### config.mk
export PLATFORM = sky130hd
export DESIGN_NAME = scpt_top
export DESIGN_NICKNAME = d
export VERILOG_FILES = /design/src/shared/scpt_pkg.sv /design/src/design/scpt_top.sv /design/src/design/scpt_sync3.sv
export SDC_FILE = /design/constraint.sdc
export NUM_CORES = 1
export LEC_CHECK = 0
export BUFFER_PORTS_ARGS = -buffer_cell sky130_fd_sc_hd__clkbuf_2
export CORE_MARGIN = 2
export CORE_UTILIZATION = 29
export DETAILED_ROUTE_END_ITERATION = 12
export SETUP_SLACK_MARGIN = 0.4
export SYNTH_ARGS = -nofsm -noshare
export SYNTH_HDL_FRONTEND = slang
export SYNTH_SLANG_ARGS = --single-unit
### constraint.sdc
create_clock -name clock_in -period 2.9 [get_ports clock_in]
set_clock_uncertainty 0.2 [all_clocks]
set_input_delay 0.435 -clock clock_in [delete_from_list [all_inputs] [get_ports clock_in]]
set_output_delay 0.435 -clock clock_in [all_outputs]
set_load 0.01 [all_outputs]
### src/shared/scpt_pkg.sv
// package: constants, states and carriers for the synth cal / power table block
package scpt_pkg;
   localparam int          CLK_HZ          = 50_000_000;      // core clock rate
   localparam int          CAL_TIME_NS     = 724_000;         // calibration length
   localparam int          CAL_CYCLES      = (CAL_TIME_NS / 1000) * (CLK_HZ / 1_000_000); // rounds down
   localparam int          WAKE_TIME_NS    = 2_000;           // regulator/osc start
   localparam int          WAKE_CYCLES     = (WAKE_TIME_NS * (CLK_HZ / 1_000_000) + 999) / 1000;
   localparam logic [5:0]  GPO_LOCK_SEL    = 6'h0a;           // lock detector select
   localparam logic [5:0]  CAL_UNLOCKED    = 6'h3f;           // result when unlocked
   localparam logic [5:0]  CAL_RESET_VAL   = 6'h3f;           // result after reset
   localparam logic [7:0]  PWR_DEFAULT     = 8'hc6;           // default table entry
   localparam int          TABLE_DEPTH     = 8;               // entries in table
   localparam int          ASK_OVERSAMPLE  = 8;               // counter rate / symbol
   localparam logic [1:0]  AUTOCAL_NEVER   = 2'h0;            // manual only
   localparam logic [1:0]  AUTOCAL_ON      = 2'h1;            // cal when synth on
   localparam logic [1:0]  AUTOCAL_OFF     = 2'h2;            // cal when synth off

   // calibration machine, one-hot
   typedef enum logic [2:0] {
      SCPT_CAL_IDLE = 3'b001,
      SCPT_CAL_RUN  = 3'b010,
      SCPT_CAL_DONE = 3'b100
   } scpt_cal_state_t;

   // power sequencing machine, one-hot
   typedef enum logic [3:0] {
      SCPT_PWR_OFF   = 4'b0001,
      SCPT_PWR_WAKE  = 4'b0010,
      SCPT_PWR_ON    = 4'b0100,
      SCPT_PWR_ARMED = 4'b1000
   } scpt_pwr_state_t;

   // table write request
   typedef struct packed {
      logic       wr;    // write strobe
      logic       burst; // burst access may address any entry
      logic [2:0] idx;   // entry addressed
      logic [7:0] data;  // power setting
   } scpt_tbl_wr_t;

   // transmit shaping controls
   typedef struct packed {
      logic       tx_on;     // transmitter active
      logic       ask;       // ask shaping mode
      logic       ook;       // ook mode
      logic       data_bit;  // current symbol value
      logic       sym_tick;  // one pulse per symbol/8
   } scpt_tx_ctl_t;
endpackage : scpt_pkg

### src/design/scpt_top.sv
// synthesizer calibration, core power sequencing and output power table
// Functional notes
// [RULE_01] host calibrates after power-up and channel change
// [RULE_02] autocal on synth turn-on or turn-off
// [RULE_03] calibrate strobe in idle starts calibration
// [RULE_04] calibration result kept through sleep
// [RULE_05] select 0x0a puts lock on output
// [RULE_06] result reads 0x3f when unlocked
// [RULE_07] host repeats calibration until locked
// [RULE_08] host checks lock, recalibrates if lost
// [RULE_09] chip select low powers core, oscillator
// [RULE_10] data out low when ready, host waits
// [RULE_11] power-down strobe: off at chip select high
// [RULE_12] eight-entry table chosen by 3-bit index
// [RULE_13] ramp entries zero up to index
// [RULE_14] index zero: no ramp, entry zero
// [RULE_15] host loads ook levels in entries 0,1
// [RULE_16] host avoids entries 0x61 to 0x6f
// [RULE_17] only burst writes reach entries above zero
// [RULE_18] sleep loses all entries but zero
// [RULE_19] default table setting is 0xc6
// [RULE_20] ask counter at 8x symbol rate, saturating
`timescale 1ns/1ps
`default_nettype none
module scpt_top #(
   parameter int CAL_CYCLES  = scpt_pkg::CAL_CYCLES,  // calibration length
   parameter int WAKE_CYCLES = scpt_pkg::WAKE_CYCLES  // core wake delay
) (
   input  wire logic                 clock_in,              // 50 MHz core clock
   input  wire logic                 resetn_in,             // async reset
   input  wire logic                 enable_in,             // clock enable
   input  wire logic                 chip_select_n_in,      // serial select pin
   input  wire logic                 calibrate_strobe_in,   // manual cal pulse
   input  wire logic                 power_down_strobe_in,  // power-down pulse
   input  wire logic                 idle_in,               // radio in idle
   input  wire logic                 synth_on_in,           // synth running
   input  wire logic                 synth_auto_off_in,     // synth turning off auto
   input  wire logic                 pll_lock_in,           // analogue lock level
   input  wire logic [1:0]           synth_autocal_select_in,
   input  wire logic [5:0]           gp_output_select_in,   // pin function select
   input  wire logic [2:0]           power_table_index_in,  // selected top entry
   input  wire scpt_pkg::scpt_tbl_wr_t tbl_wr_in,           // table write
   input  wire scpt_pkg::scpt_tx_ctl_t tx_ctl_in,           // tx shaping control
   output logic                      core_power_out,        // core regulator on
   output logic                      xosc_enable_out,       // oscillator on
   output logic                      so_out,                // serial data out level
   output logic                      so_oe_out,             // serial data out enable
   output logic                      gp_output_out,         // general output pin
   output logic                      cal_busy_out,          // calibration running
   output logic                      cal_start_out,         // pulse: cal started
   output logic [5:0]                synth_cal_result_out,  // result register
   output logic [7:0]                pa_setting_out,        // applied power setting
   output logic [2:0]                pa_index_out           // applied table index
);
   localparam int TD = scpt_pkg::TABLE_DEPTH;

   scpt_pkg::scpt_cal_state_t cal_q;   // calibration state
   scpt_pkg::scpt_pwr_state_t pwr_q;   // power state
   logic [19:0]  cal_cnt_q;            // calibration timer
   logic [15:0]  wake_cnt_q;           // wake timer
   logic [5:0]   cal_val_q;            // calibration code held
   logic         synth_on_prev_q;      // edge detect of synth on
   logic         auto_off_prev_q;      // edge detect of auto off
   logic [7:0]   table_q [TD];         // output power table
   logic [2:0]   ramp_q;               // ramp / ask counter
   logic         cs_level, cs_fall;    // synchronised chip select
   logic         lock_level;           // synchronised lock
   logic         cal_req;              // any calibration trigger
   logic         core_up;              // core ready (on or armed)

   // chip select pin crosses into the core clock
   scpt_sync3 u_cs_sync (
      .clock_in  (clock_in),
      .resetn_in (resetn_in),
      .enable_in (enable_in),
      .async_in  (chip_select_n_in),
      .level_out (cs_level),
      .rise_out  (),
      .fall_out  (cs_fall)
   );

   // lock detector is analogue, so it crosses too; rests unlocked so
   // reset never shows a false lock edge on the pin
   scpt_sync3 #(.IDLE(1'b0)) u_lock_sync (
      .clock_in  (clock_in),
      .resetn_in (resetn_in),
      .enable_in (enable_in),
      .async_in  (pll_lock_in),
      .level_out (lock_level),
      .rise_out  (),
      .fall_out  ()
   );

   assign core_up = (pwr_q == scpt_pkg::SCPT_PWR_ON) ||
                    (pwr_q == scpt_pkg::SCPT_PWR_ARMED);

   // power sequencing on chip select and power-down strobe
   always_ff @(posedge clock_in or negedge resetn_in) begin
      if (!resetn_in) begin
         pwr_q      <= scpt_pkg::SCPT_PWR_WAKE;
         wake_cnt_q <= '0;
      end else if (enable_in) begin
         unique case (pwr_q)
            scpt_pkg::SCPT_PWR_OFF: begin
               if (cs_fall || !cs_level) begin // [RULE_09] [RULE_11]
                  pwr_q      <= scpt_pkg::SCPT_PWR_WAKE;
                  wake_cnt_q <= '0;
               end
            end
            scpt_pkg::SCPT_PWR_WAKE: begin
               // oscillator settling before ready
               if (wake_cnt_q >= 16'(WAKE_CYCLES - 1)) begin
                  pwr_q <= scpt_pkg::SCPT_PWR_ON;
               end else begin
                  wake_cnt_q <= wake_cnt_q + 16'h0001;
               end
            end
            scpt_pkg::SCPT_PWR_ON: begin
               if (power_down_strobe_in) begin
                  pwr_q <= scpt_pkg::SCPT_PWR_ARMED;
               end
            end
            scpt_pkg::SCPT_PWR_ARMED: begin
               if (cs_level) begin // [RULE_11]
                  pwr_q <= scpt_pkg::SCPT_PWR_OFF;
               end
            end
         endcase
      end
   end

   // regulator, oscillator and ready indication on serial out
   always_ff @(posedge clock_in or negedge resetn_in) begin
      if (!resetn_in) begin
         core_power_out  <= 1'b1;
         xosc_enable_out <= 1'b1;
         so_out          <= 1'b1;
         so_oe_out       <= 1'b0;
      end else if (enable_in) begin
         core_power_out  <= pwr_q != scpt_pkg::SCPT_PWR_OFF; // [RULE_09]
         xosc_enable_out <= pwr_q != scpt_pkg::SCPT_PWR_OFF; // [RULE_09]
         so_out          <= !core_up;            // [RULE_10] low once ready
         so_oe_out       <= !cs_level;           // driven while selected
      end
   end

   // calibration triggers: auto on synth edges, manual in idle
   always_comb begin
      cal_req = 1'b0;
      if (synth_autocal_select_in == scpt_pkg::AUTOCAL_ON &&
          synth_on_in && !synth_on_prev_q) begin
         cal_req = 1'b1; // [RULE_02]
      end
      if (synth_autocal_select_in == scpt_pkg::AUTOCAL_OFF &&
          synth_auto_off_in && !auto_off_prev_q) begin
         cal_req = 1'b1; // [RULE_02]
      end
      if (calibrate_strobe_in && idle_in) begin
         cal_req = 1'b1; // [RULE_03]
      end
   end

   // edge memories for the synthesizer status
   always_ff @(posedge clock_in or negedge resetn_in) begin
      if (!resetn_in) begin
         synth_on_prev_q <= 1'b0;
         auto_off_prev_q <= 1'b0;
      end else if (enable_in) begin
         synth_on_prev_q <= synth_on_in;
         auto_off_prev_q <= synth_auto_off_in;
      end
   end

   // calibration sequencer
   always_ff @(posedge clock_in or negedge resetn_in) begin
      if (!resetn_in) begin
         cal_q         <= scpt_pkg::SCPT_CAL_IDLE;
         cal_cnt_q     <= '0;
         cal_start_out <= 1'b0;
         cal_busy_out  <= 1'b0;
      end else if (enable_in) begin
         cal_start_out <= 1'b0;
         unique case (cal_q)
            scpt_pkg::SCPT_CAL_IDLE, scpt_pkg::SCPT_CAL_DONE: begin
               if (cal_req && core_up) begin
                  cal_q         <= scpt_pkg::SCPT_CAL_RUN;
                  cal_cnt_q     <= '0;
                  cal_start_out <= 1'b1;
                  cal_busy_out  <= 1'b1;
               end
            end
            scpt_pkg::SCPT_CAL_RUN: begin
               if (cal_cnt_q >= 20'(CAL_CYCLES - 1)) begin
                  cal_q        <= scpt_pkg::SCPT_CAL_DONE;
                  cal_busy_out <= 1'b0;
               end else begin
                  cal_cnt_q <= cal_cnt_q + 20'h00001;
               end
            end
         endcase
      end
   end

   // calibration code: captured at end of calibration, never cleared by sleep
   always_ff @(posedge clock_in or negedge resetn_in) begin
      if (!resetn_in) begin
         cal_val_q <= scpt_pkg::CAL_RESET_VAL;
      end else if (enable_in && cal_q == scpt_pkg::SCPT_CAL_RUN &&
                   cal_cnt_q >= 20'(CAL_CYCLES - 1)) begin
         // code from cycle count, kept distinct from the unlock value
         cal_val_q <= lock_level ? {1'b0, cal_cnt_q[4:0]} : // [RULE_04]
                      scpt_pkg::CAL_UNLOCKED;
      end
   end

   // result register and lock pin
   always_ff @(posedge clock_in or negedge resetn_in) begin
      if (!resetn_in) begin
         synth_cal_result_out <= scpt_pkg::CAL_RESET_VAL;
         gp_output_out        <= 1'b0;
      end else if (enable_in) begin
         synth_cal_result_out <= lock_level ? cal_val_q :
                                 scpt_pkg::CAL_UNLOCKED; // [RULE_06]
         gp_output_out <= (gp_output_select_in == scpt_pkg::GPO_LOCK_SEL)
                          && lock_level; // [RULE_05] rises on lock
      end
   end

   // power table; sleep clears all but entry zero
   for (genvar i = 0; i < TD; i++) begin : g_table
      always_ff @(posedge clock_in or negedge resetn_in) begin
         if (!resetn_in) begin
            table_q[i] <= scpt_pkg::PWR_DEFAULT; // [RULE_19]
         end else if (enable_in) begin
            if (i != 0 && pwr_q == scpt_pkg::SCPT_PWR_OFF) begin
               table_q[i] <= 8'h00; // [RULE_18]
            end else if (tbl_wr_in.wr && tbl_wr_in.idx == 3'(i) &&
                         (tbl_wr_in.burst || i == 0)) begin
               table_q[i] <= tbl_wr_in.data; // [RULE_12] [RULE_17]
            end
         end
      end
   end

   // ramp index: up to selected index while on, down when off;
   // index zero drops to entry zero at once, without waiting for a tick
   always_ff @(posedge clock_in or negedge resetn_in) begin
      if (!resetn_in) begin
         ramp_q <= '0;
      end else if (enable_in && (tx_ctl_in.sym_tick ||
                                 power_table_index_in == 3'h0)) begin
         if (power_table_index_in == 3'h0) begin
            ramp_q <= 3'h0; // [RULE_14]
         end else if (tx_ctl_in.ook) begin
            ramp_q <= {2'b00, tx_ctl_in.data_bit}; // entries 0 and 1
         end else if (tx_ctl_in.ask) begin
            // count up on ones, down on zeros, saturating [RULE_20]
            if (tx_ctl_in.data_bit && ramp_q < power_table_index_in) begin
               ramp_q <= ramp_q + 3'h1;
            end else if (!tx_ctl_in.data_bit && ramp_q != 3'h0) begin
               ramp_q <= ramp_q - 3'h1;
            end
         end else if (tx_ctl_in.tx_on && ramp_q < power_table_index_in) begin
            ramp_q <= ramp_q + 3'h1; // [RULE_13] ramp up
         end else if (!tx_ctl_in.tx_on && ramp_q != 3'h0) begin
            ramp_q <= ramp_q - 3'h1; // [RULE_13] ramp down
         end else if (ramp_q > power_table_index_in) begin
            ramp_q <= power_table_index_in;
         end
      end
   end

   // applied setting
   always_ff @(posedge clock_in or negedge resetn_in) begin
      if (!resetn_in) begin
         pa_index_out   <= '0;
         pa_setting_out <= scpt_pkg::PWR_DEFAULT;
      end else if (enable_in) begin
         pa_index_out   <= ramp_q;
         pa_setting_out <= table_q[ramp_q]; // [RULE_12]
      end
   end
endmodule : scpt_top
`default_nettype wire

### src/design/scpt_sync3.sv
// three-stage input synchroniser with agreement-based edge detection
`timescale 1ns/1ps
`default_nettype none
module scpt_sync3 #(
   parameter logic IDLE = 1'b1   // pin level at rest, held through reset
) (
   input  wire logic clock_in,   // core clock
   input  wire logic resetn_in,  // async reset, active low
   input  wire logic enable_in,  // clock enable
   input  wire logic async_in,   // raw pin level
   output logic      level_out,  // settled level
   output logic      rise_out,   // one-cycle pulse on settled rise
   output logic      fall_out    // one-cycle pulse on settled fall
);
   logic s1_q, s2_q, s3_q; // shift stages
   logic lvl_q;            // accepted level

   // shift chain; first stage feeds only the second
   always_ff @(posedge clock_in or negedge resetn_in) begin
      if (!resetn_in) begin
         s1_q <= IDLE;
         s2_q <= IDLE;
         s3_q <= IDLE;
      end else if (enable_in) begin
         s1_q <= async_in;
         s2_q <= s1_q;
         s3_q <= s2_q;
      end
   end

   // a change counts once stages two and three agree
   always_ff @(posedge clock_in or negedge resetn_in) begin
      if (!resetn_in) begin
         lvl_q <= IDLE;
      end else if (enable_in && (s2_q == s3_q)) begin
         lvl_q <= s3_q;
      end
   end

   assign level_out = lvl_q;
   assign rise_out  = enable_in && (s2_q == s3_q) && s3_q && !lvl_q;
   assign fall_out  = enable_in && (s2_q == s3_q) && !s3_q && lvl_q;
endmodule : scpt_sync3
`default_nettype wire

* Word level (Yosys, flattened, before mapping) *
Index checks and enable logic that the tools add are counted.
Widths: inputs -> output; s select.

operators by class
  divide/modulo/power cells = 0
  eq/ne operators = 29
  multipliers = 0
  bitwise operators = 1
  multiplexer cells = 49
  $lt $le $gt $ge = 5
  add/sub/neg operators = 4
  reductions and logical operators = 69
  shifts and indexed selects = 0

operators with widths
  kind                   count
  $mux 8                 16
  $mux 20                2
  $pmux 20 s2            1
  $logic_and 1x1->1      33
  $mux 16                2
  $pmux 16 s2            1
  $mux 3                 10
  $bmux 8 s3             1
  $add 20x1->20 const B  1
  $ge 20x16->1 const B   1
  $add 16x1->16 const B  1
  $ge 16x7->1 const B    1
  $mux 4                 4
  $pmux 4 s4             1
  $reduce_and 2->1       8
  $reduce_bool 2->1      8
  $eq 3x3->1 const B     5
  $ne 2x2->1 const B     7
  $mux 6                 2
  $eq 3x2->1 const B     3
  $reduce_and 3->1       3
  $logic_not 1->1        7
  $mux 1                 7
  $eq 3x1->1 const B     2
  26 further kinds       30

storage, ports and cells
  latch bits = 0
  output and inout bits = 24
  flip-flop bits (word level) = 149
  RAM bits = 0
  input bits = 39
  memories = 0
  logic and storage cells = 190
  memory bits (read-only) = 0

* Longest topological paths before layout *
  word-level depth = 9
  mapped depth = 10
  mapped depth without buffers = 8

* By module *
A second synthesis with hierarchy kept.

second synthesis, totals
  cells, all modules = 617
  area total of the unflattened synthesis = 7060.5 um2

modules (own cells, without submodules)
  module                     times used  cells an instance  area each (um2)  seq. area each (um2)
  scpt_top                   1           589                6705.2           3568.4
  scpt_sync3 at u_cs_sync    1           14                 180.2            105.1
  scpt_sync3 at u_lock_sync  1           14                 175.2            100.1

* Worst setup path before layout *
Ideal clock, no wire load.

  path kind = reg2reg
  start point = register ramp_q[0]
  end point = register ramp_q[0]
  path buffers = 2
  path slack = 212 ps
  clock period less this slack = 2688 ps
  data required time = 2571 ps
  arrival time = 2359 ps
  cell stages (with the launch flop) = 11
  library setup time = 129 ps
  path through = dfrtp_1 -> buf_2 -> buf_2 -> inv_1 -> ha_1 -> nand3b_1 -> and3_1 -> nor3_1 -> mux2_2 -> a211oi_1 -> a211oi_1

between the ends
  word-level cells in the longest chain between the ends = 7
  elaborated cells on any way between the ends = 19
  classes of those cells = add/sub (2); order compare (2); eq/ne (1); mux (7); reduce/logical (7)

RTL lines
  what                                                                 line             text
  start, declared                                                      scpt_top.sv:65   logic [2:0] ramp_q;
  start signal, assigned                                               scpt_top.sv:255  ramp_q <= {2'b00, tx_ctl_in.data_bit};
  start signal, assigned                                               scpt_top.sv:259  ramp_q <= ramp_q + 3'h1;
  start signal, assigned                                               scpt_top.sv:261  ramp_q <= ramp_q - 3'h1;
  parallel branches: the longest is 7 deep, another holds $sub 3x1->3  --

Several ways; the timed one is not identified. The select of a mux whose other input is x is not followed.
A chain may end at the register's enable or synchronous reset.

* Worst setup path in the final report *
  start point = register cal_cnt_q[0]
  end point = register cal_cnt_q[8]

between the ends
  word-level cells in the longest chain between the ends = 3
  elaborated cells on any way between the ends = 6
  classes of those cells = add/sub (1); order compare (1); eq/ne (1); mux (2); reduce/logical (1)

RTL lines
  what                                                    line                              text
  start, declared                                         scpt_top.sv:59                    logic [19:0] cal_cnt_q;
  start signal, assigned                                  scpt_top.sv:197                   cal_cnt_q <= cal_cnt_q + 20'h00001;
  $add 20x1->20 / $ge 20x16->1 (equally long branches)    scpt_top.sv:197, scpt_top.sv:193
  $mux 20 / $ne 2x2->1 (equally long branches)            --
  $pmux 20 s2 / $reduce_and 3->1 (equally long branches)  --

Several ways; a longest one is shown, not always the timed one. The select of a mux whose other input is x is not followed.

==> impl_metrics.csv <==
group,metric,value,unit
logic_synthesis,synth_area,7200,um^2
critical_path,r2r-end,"cal_cnt_q[8]$_DFFE_PN0P_",
place,dpl.hpwl,11.5,mm
critical_path,arrival,2.52,ns
global_routing,grt_pass1_wl,27.8,mm
die,start_util,29.6,%
route,wl_met3,896,um
die,die_h,162,um
logic_synthesis,synth_nets,691,
critical_path,crit_buf_inv,0,
logic_synthesis,yosysUniqueCellTypes,74,
cells_and_area,register_area,3770,um^2
cells_and_area,insertedDiodeCount,0,
route,top_layer,"met4",
clocking,ctsHtreeMaxLevel,4,
power,irDropWorstVdd,0.000582,V
global_routing,grt-ovfl-total,0,
sta,worst_slew_margin_rel,52.9,%
critical_path,start_kind,"flip-flop",
route,dr_wl_met2,7.33,mm
cells_and_area,multi_input_area,3180,um^2
route,drt-initial-drc-count,367,
cells_and_area,fin_cells,1041,
sta,finalSetupTns,0,ns
logic_synthesis,synth_edf_count,0,
power,power.leakage,3.66,nW
critical_path,cp.required,3.06,ns
cells_and_area,syn_to_final_growth,18.7,%
route,drt-met1-wl,8.15,mm
place,placed_cells,1008,
critical_path,cp-end-kind,"flip-flop",
power,power_density,964,nW/um^2
run,drv_cap,0,
critical_path,r2r_setup_slack,0.54,ns
clocking,cts.root.buffer_cell,"clkbuf_16",
clocking,cts_tree,"yes",
sta,finalCritPeriodShare,81.3,%
place,io_buffers,62,
critical_path,worstSetupPathType,"reg -> reg",
clocking,clock-sinks,148,
logic_synthesis,yosysSeqAreaShare,52.4,%
critical_path,cp_slowest_cell,"dfrtp_1",
clocking,numCtsBuffers,17,
logic_synthesis,ys_ff_latch,148,
route,wl_per_cell,15.9,um
logic_synthesis,yosys_warnings,0,
place,gp_congestion,0.871,
route,drtPass1Iterations,5,
clocking,postCtsSetupBuffers,0,
clocking,clockBufferDepth,2,
die,die-width,162,um
sta,finalSetupViolations,0,
global_routing,globalRouteTotalUtil,13.3,%
global_routing,antenna_found_initial,0,
die,fp.coreArea,24300,um^2
die,row_count,57,
die,boundaryPins,63,
global_routing,first_global_vias,5177,
sta,period_needed,2.36,ns
outcome,outcome,"completed",
critical_path,reg2reg_depth,7,
die,die_area,26100,um^2
cells_and_area,layout-drive-gt1-share,31.4,%
critical_path,crit_chain,"ha_1 > a21oi_2 > o31ai_1 > and3_1 > or3_4 > or4_1 > nand3_1",
route,ant_nets,0,
sta,finalHoldViolCount,0,
cells_and_area,fin_nets,751,
critical_path,max_stage_delay,0.44,ns
logic_synthesis,synth_ff_type,"dfrtp_1",
critical_path,crit_path_max_fanout,7,
route,drt_wl_total,16.6,mm
global_routing,grt_max_degree,62,
sta,rsz0062_at_grt,"false",
critical_path,r2r-start,"cal_cnt_q[0]$_DFFE_PN0P_",
critical_path,endpoint,"cal_cnt_q[8]$_DFFE_PN0P_",
sta,timing.fmax,424,MHz
route,vias,5367,
min_path,min_path_type,"in -> reg",
sta,tightestPinTransition,0.704,ns
critical_path,cp-startpoint,"cal_cnt_q[0]$_DFFE_PN0P_",
logic_synthesis,synth-async-reset-ratio,100,%
clocking,clk_latency,0.42,ns
route,drcViolationCount,0,
logic_synthesis,syn_area_per_cell,11.2,um^2
clocking,path_clk_slew,0.06,ns
sta,slew_viol_final,0,
route,avgViaCountPerCell,5.16,
critical_path,worst-path-stages,7,
logic_synthesis,syn_inst,644,
cells_and_area,fillCellCount,2387,
critical_path,path_delay_family,"simple AND/OR/NAND/NOR gates",
## cells in the final DEF (no fill, tap or decap), types with 6 or more instances in the layout
cell type | Yosys | final
inv_1 | 18 | 18
mux4_2 | 16 | 16
dfrtp_1 | 92 | 92
mux2_2 | 20 | 20
nor3b_1 | 8 | 8
nand3_1 | 21 | 21
and2_1 | 7 | 7
buf_4 | 1 | 14
a21oi_1 | 22 | 22
nor3_1 | 12 | 12
nor4_1 | 7 | 7
nor2_1 | 46 | 46
o31ai_1 | 11 | 11
a31oi_1 | 18 | 18
clkbuf_16 | 0 | 17
nand2b_1 | 6 | 6
ha_1 | 8 | 8
clkbuf_2 | 0 | 61
a22o_1 | 56 | 56
dfstp_2 | 56 | 56
nand2_1 | 59 | 58
and3_1 | 11 | 11
o21ai_0 | 25 | 25
## kinds of logic after synthesis
| kind of cell | synth area share [%] |
|---|---|
| xor+xnor | 0.487 |
| flops | 52.4 |
| buf+inv | 3.53 |
| fa+ha+maj | 1.39 |
| simple gates | 15.6 |
| compound gates | 18.1 |
| mux | 8.42 |
## worst min path at each step
stage,cells past startpoint,startpoint,to
after floorplan,0,resetn_in,auto_off_prev_q$_DFFE_PN0P_
after global placement,1,resetn_in,u_lock_sync.level_out$_DFFE_PN0P_
after detailed placement,1,resetn_in,u_lock_sync.level_out$_DFFE_PN0P_
after CTS,2,pll_lock_in,u_lock_sync.s1_q$_DFFE_PN0P_
after global routing,2,pll_lock_in,u_lock_sync.s1_q$_DFFE_PN0P_
final,2,pll_lock_in,u_lock_sync.s1_q$_DFFE_PN0P_
## where the power goes
part / switching, mW / internal, mW / leakage, nW
sequential: 0.520 / 2.92 / 1.77
combinational: 1.21 / 1.20 / 1.58
clock: 0.902 / 1.47 / 0.312
total: 2.64 / 5.60 / 3.66
## per-layer routing
metal	track usage, %	up-vias
li1	-	2536
met1	19.5	2676
met2	19.5	141
met3	3.13	14
met4	3.98	0
met5	0	-
## cells in the mapped netlist, types with 15 or more instances
cell type | count | area share [%]
dfrtp_1 | 92 | 32
nand2_1 | 59 | 3.1
a22o_1 | 56 | 6.8
dfstp_2 | 56 | 20
nor2_1 | 46 | 2.4
o21ai_0 | 25 | 1.7
a21oi_1 | 22 | 1.5
nand3_1 | 21 | 1.5
mux2_2 | 20 | 3.1
a31oi_1 | 18 | 1.6
inv_1 | 18 | 0.94
mux4_2 | 16 | 5.0
clkbuf_1 | 15 | 0.78
## stage by stage
| step | cell area, um^2 | worst slack, ns | hold WS [ns] | util, % | total power [mW] |
|---|---|---|---|---|---|
| finish | 8540 | 0.541 | 0.0471 | 35.1 | 8.23 |
| global placement | 7880 | 0.488 | 0.152 | 32.4 | 5.82 |
| CTS | 8530 | 0.483 | 0.0342 | 35.1 | 8.27 |
| detailed placement | 7880 | 0.452 | 0.154 | 32.4 | 5.87 |
| floorplan | 7210 | 0.447 | -0.0606 | - | 5.20 |
| global route | 8540 | 0.406 | 0.0432 | 35.1 | 8.75 |
## state kept, by name (all words and copies together) (netlist names), 4 cells and up
signal	count
pa_setting_out	8
cal_val_q	6
pwr_q	4
table_q	64
cal_cnt_q	20
wake_cnt_q	16
synth_cal_result_out	6
## cell type report
cell class	count	area share, %
flip-flops and latches	148	44.2
multi-input cells	439	37.2
repair buffers	79	5.52
clock buffers	18	5.14
well taps	324	4.74
clock inverters	14	2.36
inverters	19	0.835
## repair_timing
action,in CTS,in global routing
hold endpoints to repair,32,0
resized for setup,0,3
hold buffers,1,0
setup endpoints to repair,0,9
Note: power is estimated with default switching activity, not from simulation.
